[config.mk]
export PLATFORM = sky130hd
export DESIGN_NAME = ifp_core
export DESIGN_NICKNAME = d
export VERILOG_FILES = /design/src/hdl/ifp_pkg.sv /design/src/hdl/ifp_core.sv
export SDC_FILE = /design/constraint.sdc
export NUM_CORES = 1
export LEC_CHECK = 0
export BUFFER_PORTS_ARGS = -buffer_cell sky130_fd_sc_hd__buf_2
export CAP_MARGIN = 10
export CORE_MARGIN = 3
export CORE_UTILIZATION = 55
export DETAILED_ROUTE_END_ITERATION = 8
export PLACE_DENSITY = 0.75
export SYNTH_ARGS = -nofsm -noshare
export SYNTH_HDL_FRONTEND = slang
export SYNTH_SLANG_ARGS = --single-unit
[constraint.sdc]
create_clock -name i_clk -period 3.9 [get_ports i_clk]
set_clock_uncertainty 0.15 [all_clocks]
set_input_delay 0.195 -clock i_clk [delete_from_list [all_inputs] [get_ports i_clk]]
set_output_delay 0.195 -clock i_clk [all_outputs]
set_load 0.1 [all_outputs]
[src/hdl/ifp_pkg.sv]
/*
  Constants, opcode patterns and types for the instruction fetch pipeline.
  Assumes a 16-bit wide program memory port and an 8-bit data memory.
*/
`default_nettype none
package ifp_pkg;
  localparam int PC_W = 21;
  localparam int WORD_W = 16;
  localparam int BYTE_W = 8;
  localparam int DM_AW = 12;
  localparam int STACK_DEPTH = 31;
  localparam int SP_W = 5;
  localparam int TP_BYTES = 3;

  localparam logic [PC_W-1:0] PC_RESET = 21'h000000;
  localparam logic [PC_W-1:0] PC_STEP = 21'h000002;
  localparam logic [WORD_W-1:0] IR_RESET = 16'h0000;
  localparam logic [SP_W-1:0] SP_RESET = 5'h00;
  localparam logic [3:0] PHASE_RESET = 4'h1;

  // one-hot phase positions
  localparam int PH1 = 0;
  localparam int PH2 = 1;
  localparam int PH3 = 2;
  localparam int PH4 = 3;

  // opcode patterns
  localparam logic [3:0] OPC_SECOND_NIB = 4'hf;
  localparam logic [3:0] OPC_MOVE_FILE_TO_FILE_NIB = 4'hc;
  localparam logic [7:0] OPC_MOVE_LITERAL_TO_WORKING_HI = 8'h0f;
  localparam logic [7:0] OPC_GOTO_HI = 8'hef;
  localparam logic [7:0] OPC_CALL_HI = 8'hec;
  localparam logic [7:0] OPC_RETURN_WITH_LITERAL_HI = 8'h0c;
  localparam logic [6:0] OPC_TEST_SKIP_IF_ZERO_HI = 7'h33;
  localparam logic [5:0] OPC_ADD_WORKING_TO_FILE_HI = 6'h09;
  localparam logic [4:0] OPC_BRA_HI = 5'h1a;
  localparam logic [WORD_W-1:0] OPC_RETURN = 16'h0012;
  localparam logic [WORD_W-1:0] OPC_TBLRD = 16'h0008;

  // instruction fields
  localparam int DEST_BIT = 9;
  localparam int BRA_OFF_W = 11;
  localparam int LIT12_W = 12;

  // data memory map
  localparam logic [DM_AW-1:0] ADDR_PCL = 12'hff9;
  localparam logic [DM_AW-1:0] ADDR_TABLE_POINTER = 12'hff6;
  localparam logic [BYTE_W-1:0] ACCESS_SPLIT = 8'h60;
  localparam logic [3:0] ACCESS_LO_BANK = 4'h0;
  localparam logic [3:0] ACCESS_HI_BANK = 4'hf;

  typedef enum logic [3:0] {
    op_nop = 4'b0000,
    op_move_literal_to_working = 4'b0001,
    op_add_working_to_file = 4'b0010,
    op_test_skip_if_zero = 4'b0011,
    op_move_file_to_file = 4'b0100,
    op_goto = 4'b0101,
    op_call = 4'b0110,
    op_return = 4'b0111,
    op_return_with_literal = 4'b1000,
    op_bra = 4'b1001,
    op_tblrd = 4'b1010,
    op_second = 4'b1011
  } ifp_op_t;
endpackage
`default_nettype wire

[src/hdl/ifp_core.sv]
/*
  Fetch and execute sequencer of a small 8-bit core: phase divider,
  program counter, prefetch with flush, two-word handling, return stack,
  table read and data memory operand/destination strobes.
  Assumes both memories answer combinationally in the cycle of the address.
*/
// How it works
// RULE_01 - clock divided by four into one-hot phases one to four
// RULE_02 - counter steps in phase one, fetched word latched in phase four
// RULE_03 - fetched word executes during the following instruction cycle
// RULE_04 - prefetch moves into instruction latch at phase one, then executes
// RULE_05 - fetch of next word overlaps execution of current word
// RULE_06 - flow changes discard the prefetched word, giving one bubble
// RULE_07 - operand read in phase two, destination write in phase four
// RULE_08 - byte-addressed program memory, words on even addresses
// RULE_09 - counter steps by two and its low bit is always zero
// RULE_10 - absolute targets are word addresses loaded into bits 20:1
// RULE_11 - relative branch offsets count words, not bytes
// RULE_12 - second words carry 1111 on top and 12 literal bits
// RULE_13 - second word after its first supplies the literal bits
// RULE_14 - lone second word executes as a no-operation
// RULE_15 - software adds only even offsets to the counter low byte
// RULE_16 - return with literal returns and loads working register
// RULE_17 - table read takes one byte addressed by table pointer
// RULE_18 - after reset prefetch is empty so first cycle only fetches
// RULE_19 - call increments stack pointer then stores the advanced counter
`timescale 1ns/1ns
`default_nettype none
module ifp_core #(
  parameter int STACK_DEPTH = ifp_pkg::STACK_DEPTH
) (
  input wire logic i_clk, // core clock
  input wire logic i_reset_n, // async reset, low active
  input wire logic [15:0] i_pm_data, // program memory word
  input wire logic [7:0] i_dm_rdata, // data memory read byte
  output logic [20:0] o_pm_addr, // program memory byte address
  output logic o_pm_rd, // program memory read strobe
  output logic [11:0] o_dm_addr, // data memory address
  output logic o_dm_rd, // operand read strobe
  output logic o_dm_wr, // destination write strobe
  output logic [7:0] o_dm_wdata, // destination write data
  output logic [3:0] o_phase, // one-hot phase, bit 0 = phase one
  output logic [20:0] o_pc, // program counter
  output logic [15:0] o_instruction_latch, // word being executed
  output logic [7:0] o_working_register, // working register
  output logic [7:0] o_table_data_latch, // last table read byte
  output logic [4:0] o_stack_pointer // return stack pointer
);

  logic [3:0] phase;
  logic [20:0] pc;
  logic [20:0] fetch_addr;
  logic [15:0] prefetch;
  logic prefetch_valid;
  logic [15:0] ir;
  logic second_due;
  ifp_pkg::ifp_op_t first_op;
  logic [7:0] first_lo;
  logic [7:0] working;
  logic [7:0] operand;
  logic [7:0] table_data;
  logic [23:0] table_pointer;
  logic [4:0] sp;
  logic [20:0] stack_mem [1:STACK_DEPTH];
  logic [20:0] pm_addr;
  logic [11:0] dm_addr;
  logic dm_wr;
  logic [7:0] dm_wdata;

  function automatic logic [11:0] access_addr(input logic [7:0] f);
    logic [11:0] a;
    a = {ifp_pkg::ACCESS_HI_BANK, f};
    if (f < ifp_pkg::ACCESS_SPLIT) begin
      a = {ifp_pkg::ACCESS_LO_BANK, f};
    end
    return a;
  endfunction

  function automatic ifp_pkg::ifp_op_t op_of(input logic [15:0] w,
                                             input logic due);
    ifp_pkg::ifp_op_t op;
    // unknown words execute as no-operation
    op = ifp_pkg::op_nop;
    if (w[15:12] == ifp_pkg::OPC_SECOND_NIB) begin
      op = due ? ifp_pkg::op_second : ifp_pkg::op_nop; // [RULE_13] [RULE_14]
    end else if (w[15:12] == ifp_pkg::OPC_MOVE_FILE_TO_FILE_NIB) begin
      op = ifp_pkg::op_move_file_to_file;
    end else if (w[15:8] == ifp_pkg::OPC_MOVE_LITERAL_TO_WORKING_HI) begin
      op = ifp_pkg::op_move_literal_to_working;
    end else if (w[15:8] == ifp_pkg::OPC_GOTO_HI) begin
      op = ifp_pkg::op_goto;
    end else if (w[15:8] == ifp_pkg::OPC_CALL_HI) begin
      op = ifp_pkg::op_call;
    end else if (w[15:8] == ifp_pkg::OPC_RETURN_WITH_LITERAL_HI) begin
      op = ifp_pkg::op_return_with_literal;
    end else if (w[15:9] == ifp_pkg::OPC_TEST_SKIP_IF_ZERO_HI) begin
      op = ifp_pkg::op_test_skip_if_zero;
    end else if (w[15:10] == ifp_pkg::OPC_ADD_WORKING_TO_FILE_HI) begin
      op = ifp_pkg::op_add_working_to_file;
    end else if (w[15:11] == ifp_pkg::OPC_BRA_HI) begin
      op = ifp_pkg::op_bra;
    end else if (w == ifp_pkg::OPC_RETURN) begin
      op = ifp_pkg::op_return;
    end else if (w == ifp_pkg::OPC_TBLRD) begin
      op = ifp_pkg::op_tblrd;
    end
    return op;
  endfunction

  // phase decode
  wire phase_one = phase[ifp_pkg::PH1];
  wire phase_two = phase[ifp_pkg::PH2];
  wire phase_three = phase[ifp_pkg::PH3];
  wire phase_four = phase[ifp_pkg::PH4];

  // bubble when the prefetch was flushed or never filled
  wire [15:0] next_ir = prefetch_valid ? prefetch : ifp_pkg::IR_RESET;
  wire ifp_pkg::ifp_op_t next_op = op_of(next_ir, second_due);
  wire ifp_pkg::ifp_op_t op = op_of(ir, second_due);

  wire is_second = (op == ifp_pkg::op_second);
  wire sec_goto = is_second && (first_op == ifp_pkg::op_goto);
  wire sec_call = is_second && (first_op == ifp_pkg::op_call);
  wire sec_move_file_to_file = is_second && (first_op == ifp_pkg::op_move_file_to_file);
  wire two_word_first = (op == ifp_pkg::op_goto) ||
                        (op == ifp_pkg::op_call) ||
                        (op == ifp_pkg::op_move_file_to_file);
  wire dest_file = ir[ifp_pkg::DEST_BIT];
  wire is_add_working_to_file = (op == ifp_pkg::op_add_working_to_file);
  wire is_tblrd = (op == ifp_pkg::op_tblrd);
  wire is_ret = (op == ifp_pkg::op_return) || (op == ifp_pkg::op_return_with_literal);
  wire is_bra = (op == ifp_pkg::op_bra);
  wire next_tblrd = (next_op == ifp_pkg::op_tblrd);

  wire reads_dm = is_add_working_to_file || (op == ifp_pkg::op_test_skip_if_zero) ||
                  (op == ifp_pkg::op_move_file_to_file);
  wire writes_dm = (is_add_working_to_file && dest_file) || sec_move_file_to_file;
  wire [7:0] sum = working + operand;

  // next data address, taken from the word entering the latch
  wire [11:0] next_dm_addr =
    (next_op == ifp_pkg::op_second || next_op == ifp_pkg::op_move_file_to_file) ?
    next_ir[ifp_pkg::LIT12_W-1:0] : access_addr(next_ir[7:0]); // [RULE_13]

  // flow change targets
  // fetch_addr holds the word after the one executing; pc is already
  // one word further, so it serves neither as return address nor as
  // base of relative and low byte jumps
  wire [20:0] ret_addr = fetch_addr; // [RULE_19]
  wire [20:0] abs_target = {ir[ifp_pkg::LIT12_W-1:0], first_lo,
                            1'b0}; // [RULE_10]
  // word offset, so shifted up one bit
  wire [20:0] bra_offset = {{(21-ifp_pkg::BRA_OFF_W-1)
                             {ir[ifp_pkg::BRA_OFF_W-1]}},
                            ir[ifp_pkg::BRA_OFF_W-1:0], 1'b0}; // [RULE_11]
  wire [20:0] bra_target = ret_addr + bra_offset; // [RULE_11]
  // empty stack pops the reset vector
  wire [20:0] pop_target = (sp == ifp_pkg::SP_RESET) ?
                           ifp_pkg::PC_RESET : stack_mem[sp];
  // low byte write is a jump; odd bit dropped
  wire pcl_wr = dm_wr && (dm_addr == ifp_pkg::ADDR_PCL);
  wire [20:0] pcl_target = {ret_addr[20:8], dm_wdata[7:1],
                            1'b0}; // [RULE_09]
  // skip cancels the prefetched word like a flush
  wire skip = (op == ifp_pkg::op_test_skip_if_zero) && (operand == 8'h00);
  // full stack ignores further pushes
  wire can_push = (sp != 5'(STACK_DEPTH));

  wire redirect = sec_goto || sec_call || is_ret || is_bra ||
                  pcl_wr; // [RULE_06]
  wire [20:0] jump_target = (sec_goto || sec_call) ? abs_target :
                            is_ret ? pop_target :
                            is_bra ? bra_target : pcl_target;

  // four-phase divider
  always_ff @(posedge i_clk or negedge i_reset_n) begin
    if (!i_reset_n) begin
      phase <= ifp_pkg::PHASE_RESET;
    end else begin
      phase <= {phase[2:0], phase[3]}; // [RULE_01]
    end
  end

  // program counter
  always_ff @(posedge i_clk or negedge i_reset_n) begin
    if (!i_reset_n) begin
      pc <= ifp_pkg::PC_RESET;
      fetch_addr <= ifp_pkg::PC_RESET;
    end else if (phase_one) begin
      fetch_addr <= pc;
      pc <= pc + ifp_pkg::PC_STEP; // [RULE_02] [RULE_09]
    end else if (phase_four && redirect) begin
      pc <= jump_target; // [RULE_06] [RULE_10] [RULE_11]
    end
  end

  // fetch and prefetch
  always_ff @(posedge i_clk or negedge i_reset_n) begin
    if (!i_reset_n) begin
      prefetch <= ifp_pkg::IR_RESET;
      prefetch_valid <= 1'b0; // [RULE_18]
    end else if (phase_four) begin
      prefetch <= i_pm_data; // [RULE_02] [RULE_05]
      // flushed or skipped word stays, marked empty
      prefetch_valid <= !(redirect || skip); // [RULE_06]
    end
  end

  // program memory address: table access in phase two, fetch otherwise
  always_ff @(posedge i_clk or negedge i_reset_n) begin
    if (!i_reset_n) begin
      pm_addr <= ifp_pkg::PC_RESET;
    end else if (phase_one) begin
      pm_addr <= next_tblrd ? {table_pointer[20:1], 1'b0} : pc; // [RULE_17]
    end else if (phase_two) begin
      pm_addr <= fetch_addr; // [RULE_08]
    end
  end

  // instruction latch and two-word tracking
  always_ff @(posedge i_clk or negedge i_reset_n) begin
    if (!i_reset_n) begin
      ir <= ifp_pkg::IR_RESET;
    end else if (phase_one) begin
      ir <= next_ir; // [RULE_03] [RULE_04]
    end
  end

  always_ff @(posedge i_clk or negedge i_reset_n) begin
    if (!i_reset_n) begin
      second_due <= 1'b0;
      first_op <= ifp_pkg::op_nop;
      first_lo <= 8'h00;
    end else if (phase_four) begin
      // next word belongs to this one
      second_due <= two_word_first; // [RULE_12] [RULE_13]
      first_op <= op;
      first_lo <= ir[7:0];
    end
  end

  // operand read and destination write
  always_ff @(posedge i_clk or negedge i_reset_n) begin
    if (!i_reset_n) begin
      dm_addr <= 12'h000;
      operand <= 8'h00;
    end else begin
      if (phase_one) begin
        dm_addr <= next_dm_addr;
      end
      if (phase_two && reads_dm) begin
        operand <= i_dm_rdata; // [RULE_07]
      end
    end
  end

  always_ff @(posedge i_clk or negedge i_reset_n) begin
    if (!i_reset_n) begin
      dm_wr <= 1'b0;
      dm_wdata <= 8'h00;
    end else begin
      // registered, so the strobe stands through phase four
      dm_wr <= phase_three && writes_dm; // [RULE_07]
      if (phase_three) begin
        dm_wdata <= is_add_working_to_file ? sum : operand;
      end
    end
  end

  // working register
  always_ff @(posedge i_clk or negedge i_reset_n) begin
    if (!i_reset_n) begin
      working <= 8'h00;
    end else if (phase_four) begin
      // literal loads first, then add kept in working
      if (op == ifp_pkg::op_move_literal_to_working || op == ifp_pkg::op_return_with_literal) begin
        working <= ir[7:0]; // [RULE_16]
      end else if (is_add_working_to_file && !dest_file) begin
        working <= sum;
      end
    end
  end

  // return stack
  always_ff @(posedge i_clk or negedge i_reset_n) begin
    if (!i_reset_n) begin
      sp <= ifp_pkg::SP_RESET;
    end else if (phase_four) begin
      if (sec_call && can_push) begin
        sp <= sp + 5'd1; // [RULE_19]
      end else if (is_ret && sp != ifp_pkg::SP_RESET) begin
        sp <= sp - 5'd1; // [RULE_16]
      end
    end
  end

  // return to the word after the call's second word
  always_ff @(posedge i_clk) begin
    if (phase_four && sec_call && can_push) begin
      stack_mem[sp + 5'd1] <= ret_addr; // [RULE_19]
    end
  end

  // table read: one byte, lane chosen by the pointer's low bit
  always_ff @(posedge i_clk or negedge i_reset_n) begin
    if (!i_reset_n) begin
      table_data <= 8'h00;
    end else if (phase_two && is_tblrd) begin
      table_data <= table_pointer[0] ? i_pm_data[15:8] :
                    i_pm_data[7:0]; // [RULE_17]
    end
  end

  // table pointer bytes are written through data memory addresses
  genvar g;
  generate
    for (g = 0; g < ifp_pkg::TP_BYTES; g = g + 1) begin : g_tp
      wire hit = dm_wr && phase_four &&
                 (dm_addr == ifp_pkg::ADDR_TABLE_POINTER + 12'(g));
      always_ff @(posedge i_clk or negedge i_reset_n) begin
        if (!i_reset_n) begin
          table_pointer[g*8 +: 8] <= 8'h00;
        end else if (hit) begin
          table_pointer[g*8 +: 8] <= dm_wdata;
        end
      end
    end
  endgenerate

  assign o_phase = phase;
  assign o_pc = {pc[20:1], 1'b0}; // [RULE_09]
  assign o_pm_addr = pm_addr;
  assign o_pm_rd = phase_four || (phase_two && is_tblrd);
  assign o_dm_addr = dm_addr;
  assign o_dm_rd = phase_two && reads_dm; // [RULE_07]
  assign o_dm_wr = dm_wr;
  assign o_dm_wdata = dm_wdata;
  assign o_instruction_latch = ir;
  assign o_working_register = working;
  assign o_table_data_latch = table_data;
  assign o_stack_pointer = sp;

endmodule
`default_nettype wire

==> summary.md, run 1 <==
| Metric | Value |
|---|---|
| Buffer type at the clock tree root | `clkbuf_16` |
| Worst-path maximum fanout | `10` |
| CP endpoint kind | `output pin` |
| Critical Path End | `o_dm_rd` |
| Syn nets | `2237` |
| Initial Utilization | `0.5576` |
| Critical path launch point | `o_instruction_latch[10]$_DFFE_PN0P_` |
| Clk_lat worst skew | `~640 ps` |
| Slew headroom | `0.1720` |
| First DRT Iteration DRCs | `between 2000 and 3000` |
| Area growth syn-to-layout | `14.93%` |
| Seq cells post-synth | `about 830` |
| Worst Setup Path Type | `register to output pin` |
| Outcome | `finished clean` |
| Power Total | `~0.018 W` |
| Die outline width | `about 260 µm` |
| Most common cell after layout, fill and taps aside | `edfxtp_1` |
| Fraction of registers with async set/reset | `0.2128` |
| Arrival time at the worst endpoint | `~3300 ps` |
| GRT Residual Overflow | `0` |
| Final setup fails | `0` |
| RSZ-0062 raised after global routing | `false` |
| Reg2reg setup slack | `between 400 and 500 ps` |
| Register area share after synthesis | `0.6798` |
| Synthesized instance count | `approximately 2200` |
| Worst setup SP type | `register` |
| Clock sink count | `roughly 830` |
| Postcts setup bufs | `0` |
| Leak | `around 13 nW` |
| Hold Path Class | `input pin to async pin` |
| Drt first pass iters | `5` |
| Register-to-Register Path Depth | `7` |
| CTS buffer count | `83` |
| # port buffers | `between 100 and 150` |
| Achievable Freq | `about 270 MHz` |
| Slew @ Worst Pin | `about 1200 ps` |
| Setup TNS | `0 ps` |
| Mapped cell area | `roughly 35000 µm²` |
| Die H | `between 200 and 300 µm` |
| Max cap viols | `0` |
| # DRC | `0` |
| Post-route minimum period | `3651 ps` |
| Maximum VDD drop | `roughly 0.00037 V` |
| Number of global-route vias before repair | `between 20000 and 25000` |
| Nets | `roughly 2500` |
| Dpl hpwl | `~57000 µm` |
| Vias | `approximately 21000` |
| CTS tree | `done` |
| Clk buf depth | `3` |
| Commonest cells after routing, fill and taps aside | `edfxtp_1, dfrtp_1, mux4_2, nand2_1, buf_2` |
| Routability congestion estimate | `between 0.9 and 1` |
| R2r startpoint | `o_stack_pointer[0]$_DFFE_PN0P_` |
| EDFF count, synth | `approximately 650` |
| Worst EP required | `roughly 3600 ps` |
| Ports | `132` |
| Fill cells | `approximately 4300` |
| Largest net degree at the start of global routing | `about 100` |
| Initial antenna violation count | `4` |
| First-pass GRT wire length | `between 100000 and 150000 µm` |
| Detailed Route WL | `a little over 90000 µm` |
| DR vias/cell | `~6.4` |
| Clk slew on worst S/H paths | `60 ps` |
| FP Rows | `between 90 and 100` |
| Tcrit/Tclk final | `0.9362` |
| Worst reg2reg endpoint | `pc[9]$_DFFE_PN0P_` |
| Yosys cell types | `72` |
| Layout cell share with drive strength beyond 1 | `0.2600` |
| All-layer global routing usage | `0.2797` |
| H-tree levels | `3` |
| Count of pins over their slew limit | `0` |
| Die Area | `about 67000 µm²` |
| Most used DFF post-synth | `edfxtp_1` |
| Syn avg cell area | `roughly 16 µm²` |
| YS warnings | `0` |
| WL per Instance | `between 20 and 30 µm` |
| Total power divided by cell area | `433.0 nW/µm²` |
| Routed Antenna Nets | `0` |
| Std-Cell Core Area | `~63000 µm²` |
| Final hold vios | `0` |
power breakdown:
| group | internal [W] | switching [W] |
|---|---|---|
| clock network | 0.00470 | 0.00336 |
| logic | 0.0000294 | 0.0000524 |
| registers | 0.00940 | 0 |
metal layers:
metal  track usage  share of wire  vias to the layer above
met4        0.1192          0.045                        0
li1              -              -                     8960
met1        0.3810           0.39                    10937
met3       0.05502          0.087                      236
met5             0              0                        -
met2        0.4455           0.48                     1151
registers in the layout, summed over array words and instances, names as in the netlist:
| register | count |
|---|---|
| stack_mem | 651 |
| fetch_addr | 21 |
| o_pm_addr | 21 |
| pc | 21 |
| table_pointer | 21 |
| o_instruction_latch | 16 |
| prefetch | 16 |
| first_lo | 8 |
| o_dm_wdata | 8 |
| o_table_data_latch | 8 |
| o_working_register | 8 |
| operand | 8 |
| o_stack_pointer | 5 |
| first_op | 4 |
| o_dm_addr | 4 |
| o_phase | 4 |
| o_dm_wr | 1 |
| prefetch_valid | 1 |
| second_due | 1 |
metrics by stage:
step                      area [µm²]  worst slack, ps  utilization  hold slack, ps  std cells
after floorplan                35320           -173.4            -          -250.6       2175
after global placement         37460            473.4       0.5927           142.1       3123
after CTS                      40480            287.1       0.6406           43.48       3303
after detailed placement       37460            514.8       0.5927           142.2       3123
after global routing           40500            107.5       0.6408           94.66       3304
final                          40500            248.7       0.6409           32.99       3305
worst min-delay path by stage:
stage and to:
2_1_floorplan fetch_addr[0]$_DFFE_PN0P_, 3_3_place_gp prefetch_valid$_DFFE_PN0P_, 3_5_place_dp prefetch_valid$_DFFE_PN0P_, 4_1_cts pc[13]$_DFFE_PN0P_
5_1_grt o_dm_addr[11]$_DFFE_PN0P_, 6_report prefetch_valid$_DFFE_PN0P_
final cells by class:
| type | instances | area [µm²] | area share |
|---|---|---|---|
| Timing Repair Buffer | 275 | 2166 | 0.05348 |
| Multi-Input combinational cell | 1175 | 10430 | 0.2576 |
| Inverter | 26 | 97.59 | 0.002410 |
| Antenna cell | 1 | 2.502 | 0.00006179 |
| Sequential cell | 827 | 23970 | 0.5919 |
| Clock inverter | 50 | 529.3 | 0.01307 |
| Tap cell | 846 | 1059 | 0.02614 |
| Clock buffer | 105 | 2242 | 0.05536 |
kinds of logic (layout without fill, tap and decap cells):
kind of cell             after synthesis  after routing  synth area share
flip-flops                           827            827            0.6798
buffers and inverters                173            456           0.02688
AO/OA/AOI/OAI                        360            360           0.06618
XOR/XNOR                              42             42           0.01044
adder cells (fa/ha/maj)               36             36           0.01321
other                                  1              2         0.0001064
AND/OR/NAND/NOR                      409            409           0.05461
multiplexers                         327            327            0.1488
critical path, cell delays in order, from the launching register on:
cell      delay (ps)
dfrtp_1          600
nand2_1          140
or4_1            140
nor2_1           100
buf_4            190
o31ai_2          640
clkinv_1         450
buf_2            410
timing repair:
item	CTS	global route
resized for setup	1	0
endpoints found under the hold margin	109	0
hold buffers	25	0
endpoints found under the setup margin	1	0
cell usage after synthesis (4+ instances only):
cell type | n | area [µm²]
edfxtp_1 | 651 | 19550
dfrtp_1 | 175 | 4379
mux4_2 | 149 | 3356
nand2_1 | 135 | 506.7
nor2_1 | 118 | 442.9
mux2i_1 | 105 | 1051
a21oi_1 | 98 | 490.5
mux2_2 | 72 | 810.8
a211oi_1 | 64 | 480.5
o21ai_0 | 63 | 315.3
clkbuf_1 | 59 | 221.5
buf_4 | 36 | 270.3
ha_1 | 34 | 425.4
nor2b_1 | 33 | 206.5
nand3_1 | 29 | 145.1
buf_2 | 27 | 135.1
xnor2_1 | 27 | 236.5
inv_1 | 24 | 90.09
nor3_1 | 24 | 120.1
o221ai_1 | 17 | 148.9
a221oi_1 | 15 | 131.4
xor2_1 | 15 | 131.4
a22o_1 | 14 | 122.6
o22ai_1 | 13 | 81.33
a31oi_1 | 12 | 75.07
buf_1 | 12 | 45.04
and3_1 | 11 | 68.82
o21ai_1 | 11 | 55.05
nor4_1 | 10 | 62.56
or3_1 | 10 | 62.56
a21o_1 | 7 | 52.55
and4_1 | 7 | 61.31
buf_6 | 6 | 67.56
buf_8 | 6 | 90.09
o21bai_1 | 6 | 45.04
a22oi_1 | 5 | 37.54
and2_1 | 5 | 31.28
nand2b_1 | 5 | 31.28
nand4_1 | 5 | 31.28
o211ai_1 | 5 | 37.54
o21a_1 | 5 | 37.54
a32oi_1 | 4 | 35.03
or2_2 | 4 | 25.02
Note: power is estimated with default switching activity, not from simulation.
==> run 2, diff against run 1 <==
--- a/config.mk
+++ b/config.mk
@@ -7,6 +7,7 @@
 export LEC_CHECK = 0
 export BUFFER_PORTS_ARGS = -buffer_cell sky130_fd_sc_hd__buf_2
 export CAP_MARGIN = 10
+export CORE_ASPECT_RATIO = 0.7
 export CORE_MARGIN = 3
 export CORE_UTILIZATION = 55
 export DETAILED_ROUTE_END_ITERATION = 8
==> summary.md, run 2 (synthesized netlist as in run 1, its figures left out) <==
| Metric | Value |
|---|---|
| Final setup margin | `312.2 ps (was 248.7 ps)` |
| CP endpoint kind | `output pin (unchanged)` |
| Slew @ Worst Pin | `1154 ps (was 1242 ps)` |
| Slew headroom | `0.2226 (was 0.1720)` |
| Total power divided by cell area | `413.1 nW/µm² (was 433.0 nW/µm²)` |
| Final setup fails | `0 (unchanged)` |
| Count of pins over their slew limit | `0 (unchanged)` |
| Clock sink count | `827 (unchanged)` |
| Multi-input logic area | `10430 µm² (unchanged)` |
| Storage cell area | `23970 µm² (unchanged)` |
| Routed Antenna Nets | `0 (unchanged)` |
| Die outline width | `308.5 µm (was 259.1 µm)` |
| Power Total | `0.01657 W (was 0.01754 W)` |
| Nets | `2465 (was 2450)` |
| Detailed Route WL | `101700 µm (was 93030 µm)` |
| All-layer global routing usage | `0.3055 (was 0.2797)` |
| Post-route minimum period | `3588 ps (was 3651 ps)` |
| # DRC | `0 (unchanged)` |
| Layout cell share with drive strength beyond 1 | `0.2598 (was 0.2600)` |
| Most common cell after layout, fill and taps aside | `edfxtp_1 (unchanged)` |
| CTS tree | `done (unchanged)` |
| GRT Residual Overflow | `0 (unchanged)` |
| Hold Slack | `165.8 ps (was 32.99 ps)` |
| Dpl hpwl | `66500 µm (was 56790 µm)` |
| Number of global-route vias before repair | `21106 (was 21367)` |
| Postcts setup bufs | `0 (unchanged)` |
| Die H | `217.8 µm (was 259.1 µm)` |
| First-pass GRT wire length | `146800 µm (was 138400 µm)` |
| WL per Instance | `31.00 µm (was 28.15 µm)` |
| Clk_lat worst skew | `620 ps (was 640 ps)` |
| Outcome | `finished clean (unchanged)` |
| Worst setup SP type | `register (unchanged)` |
| DR vias/cell | `6.678 (was 6.440)` |
| Die Area | `67190 µm² (was 67140 µm²)` |
| Pre-CTS setup slack | `584.3 ps (was 514.8 ps)` |
| Tcrit/Tclk final | `0.9199 (was 0.9362)` |
| Clk buf depth | `3 (unchanged)` |
| Fill cells | `4261 (was 4344)` |
| Maximum VDD drop | `0.0004199 V (was 0.0003730 V)` |
| Worst Setup Path Type | `register to output pin (unchanged)` |
| CTS buffer count | `73 (was 83)` |
| FP Rows | `76 (was 92)` |
| Initial Utilization | `0.5640 (was 0.5576)` |
| Initial antenna violation count | `7 (was 4)` |
| Reg with most FFs | `stack_mem (unchanged)` |
| Final hold vios | `0 (unchanged)` |
| Worst-path maximum fanout | `10 (unchanged)` |
| Achievable Freq | `278.7 MHz (was 273.9 MHz)` |
| Routability congestion estimate | `1.033 (was 0.9481)` |
| Commonest cells after routing, fill and taps aside | `edfxtp_1, dfrtp_1, mux4_2, nand2_1, buf_2 (unchanged)` |
| Largest net degree at the start of global routing | `84 (was 101)` |
| Clk slew on worst S/H paths | `70 ps (was 60 ps)` |
| Std-Cell Core Area | `62470 µm² (was 63200 µm²)` |
| Vias | `21905 (was 21284)` |
| RSZ-0062 raised after global routing | `false (unchanged)` |
| Worst EP required | `3560 ps (about the same)` |
| Buffer type at the clock tree root | `clkbuf_16 (unchanged)` |
| Max cap viols | `0 (unchanged)` |
| Arrival time at the worst endpoint | `3240 ps (was 3310 ps)` |
| Hold Path Class | `input pin to register (was input pin to async pin)` |
| End-of-flow core utilization | `0.6420 (was 0.6409)` |
| H-tree levels | `3 (unchanged)` |
| # port buffers | `130 (unchanged)` |
| Max reg flops | `651 (unchanged)` |
| First DRT Iteration DRCs | `3160 (was 2601)` |
| Leak | `12.49 nW (was 12.63 nW)` |
| Ports | `132 (unchanged)` |
| Area growth syn-to-layout | `13.82% (was 14.93%)` |
| Drt first pass iters | `7 (was 5)` |
[run 2: power breakdown]
part | internal (W) | switching, W
combinational | 0.0000316 | 0.0000557
clock | 0.00394 | 0.00314
sequential | 0.00940 | 0
[run 2: path summary, 6_finish.rpt]
path / slack, ps / cells past startpoint / start / to
min in group asynchronous: 510 / 3 / i_reset_n / o_dm_wdata[1]$_DFFE_PN0P_
max in group asynchronous: 1360 / 4 / i_reset_n / operand[3]$_DFFE_PN0P_
min: 170 / 4 / i_dm_rdata[0] / operand[0]$_DFFE_PN0P_
max: 310 / 7 / o_instruction_latch[10]$_DFFE_PN0P_ / o_dm_rd
max reg2reg: 380 / 8 / o_instruction_latch[5]$_DFFE_PN0P_ / pc[16]$_DFFE_PN0P_
min reg2reg: 330 / 2 / o_table_data_latch[1]$_DFFE_PN0P_ / o_table_data_latch[1]$_DFFE_PN0P_
[run 2: final cells by class]
class | count | share of cell area
inverter | 26 | 0.002433
clock buffer | 98 | 0.04997
multi-input combinational | 1175 | 0.2601
timing repair buffer | 300 | 0.05706
antenna | 5 | 0.0003120
sequential | 827 | 0.5977
tap | 819 | 0.02555
clock inverter | 30 | 0.006863
[run 2: worst max-delay path, stage by stage (launching register included)]
cell and delay [ps]:
dfrtp_1 540, nand2_1 120, or4_1 170, nor2_1 90, buf_4 180, o31ai_2 660
clkinv_1 450, buf_2 410
[run 2: layer usage]
metal  vias up  track usage  routed length (µm)
met5         -            0                 187
met4        13      0.08508                2977
met3       235       0.1414               15500
met2      1459       0.4224               43650
met1     11192       0.4379               39380
li1       9006            -                   -
[run 2: stage by stage]
step                      cells  setup TNS [ps]  area [µm²]
after floorplan            2175         -107020       35320
after detailed placement   3120               0       37540
final                      3280               0       40110
after CTS                  3275               0       40100
after global routing       3275               0       40100
after global placement     3120               0       37540
[run 2: repair_timing]
action,CTS,global route
hold buffers,27,0
hold endpoints to repair,108,0
setup endpoints to repair,1,0
gates resized for setup,1,0
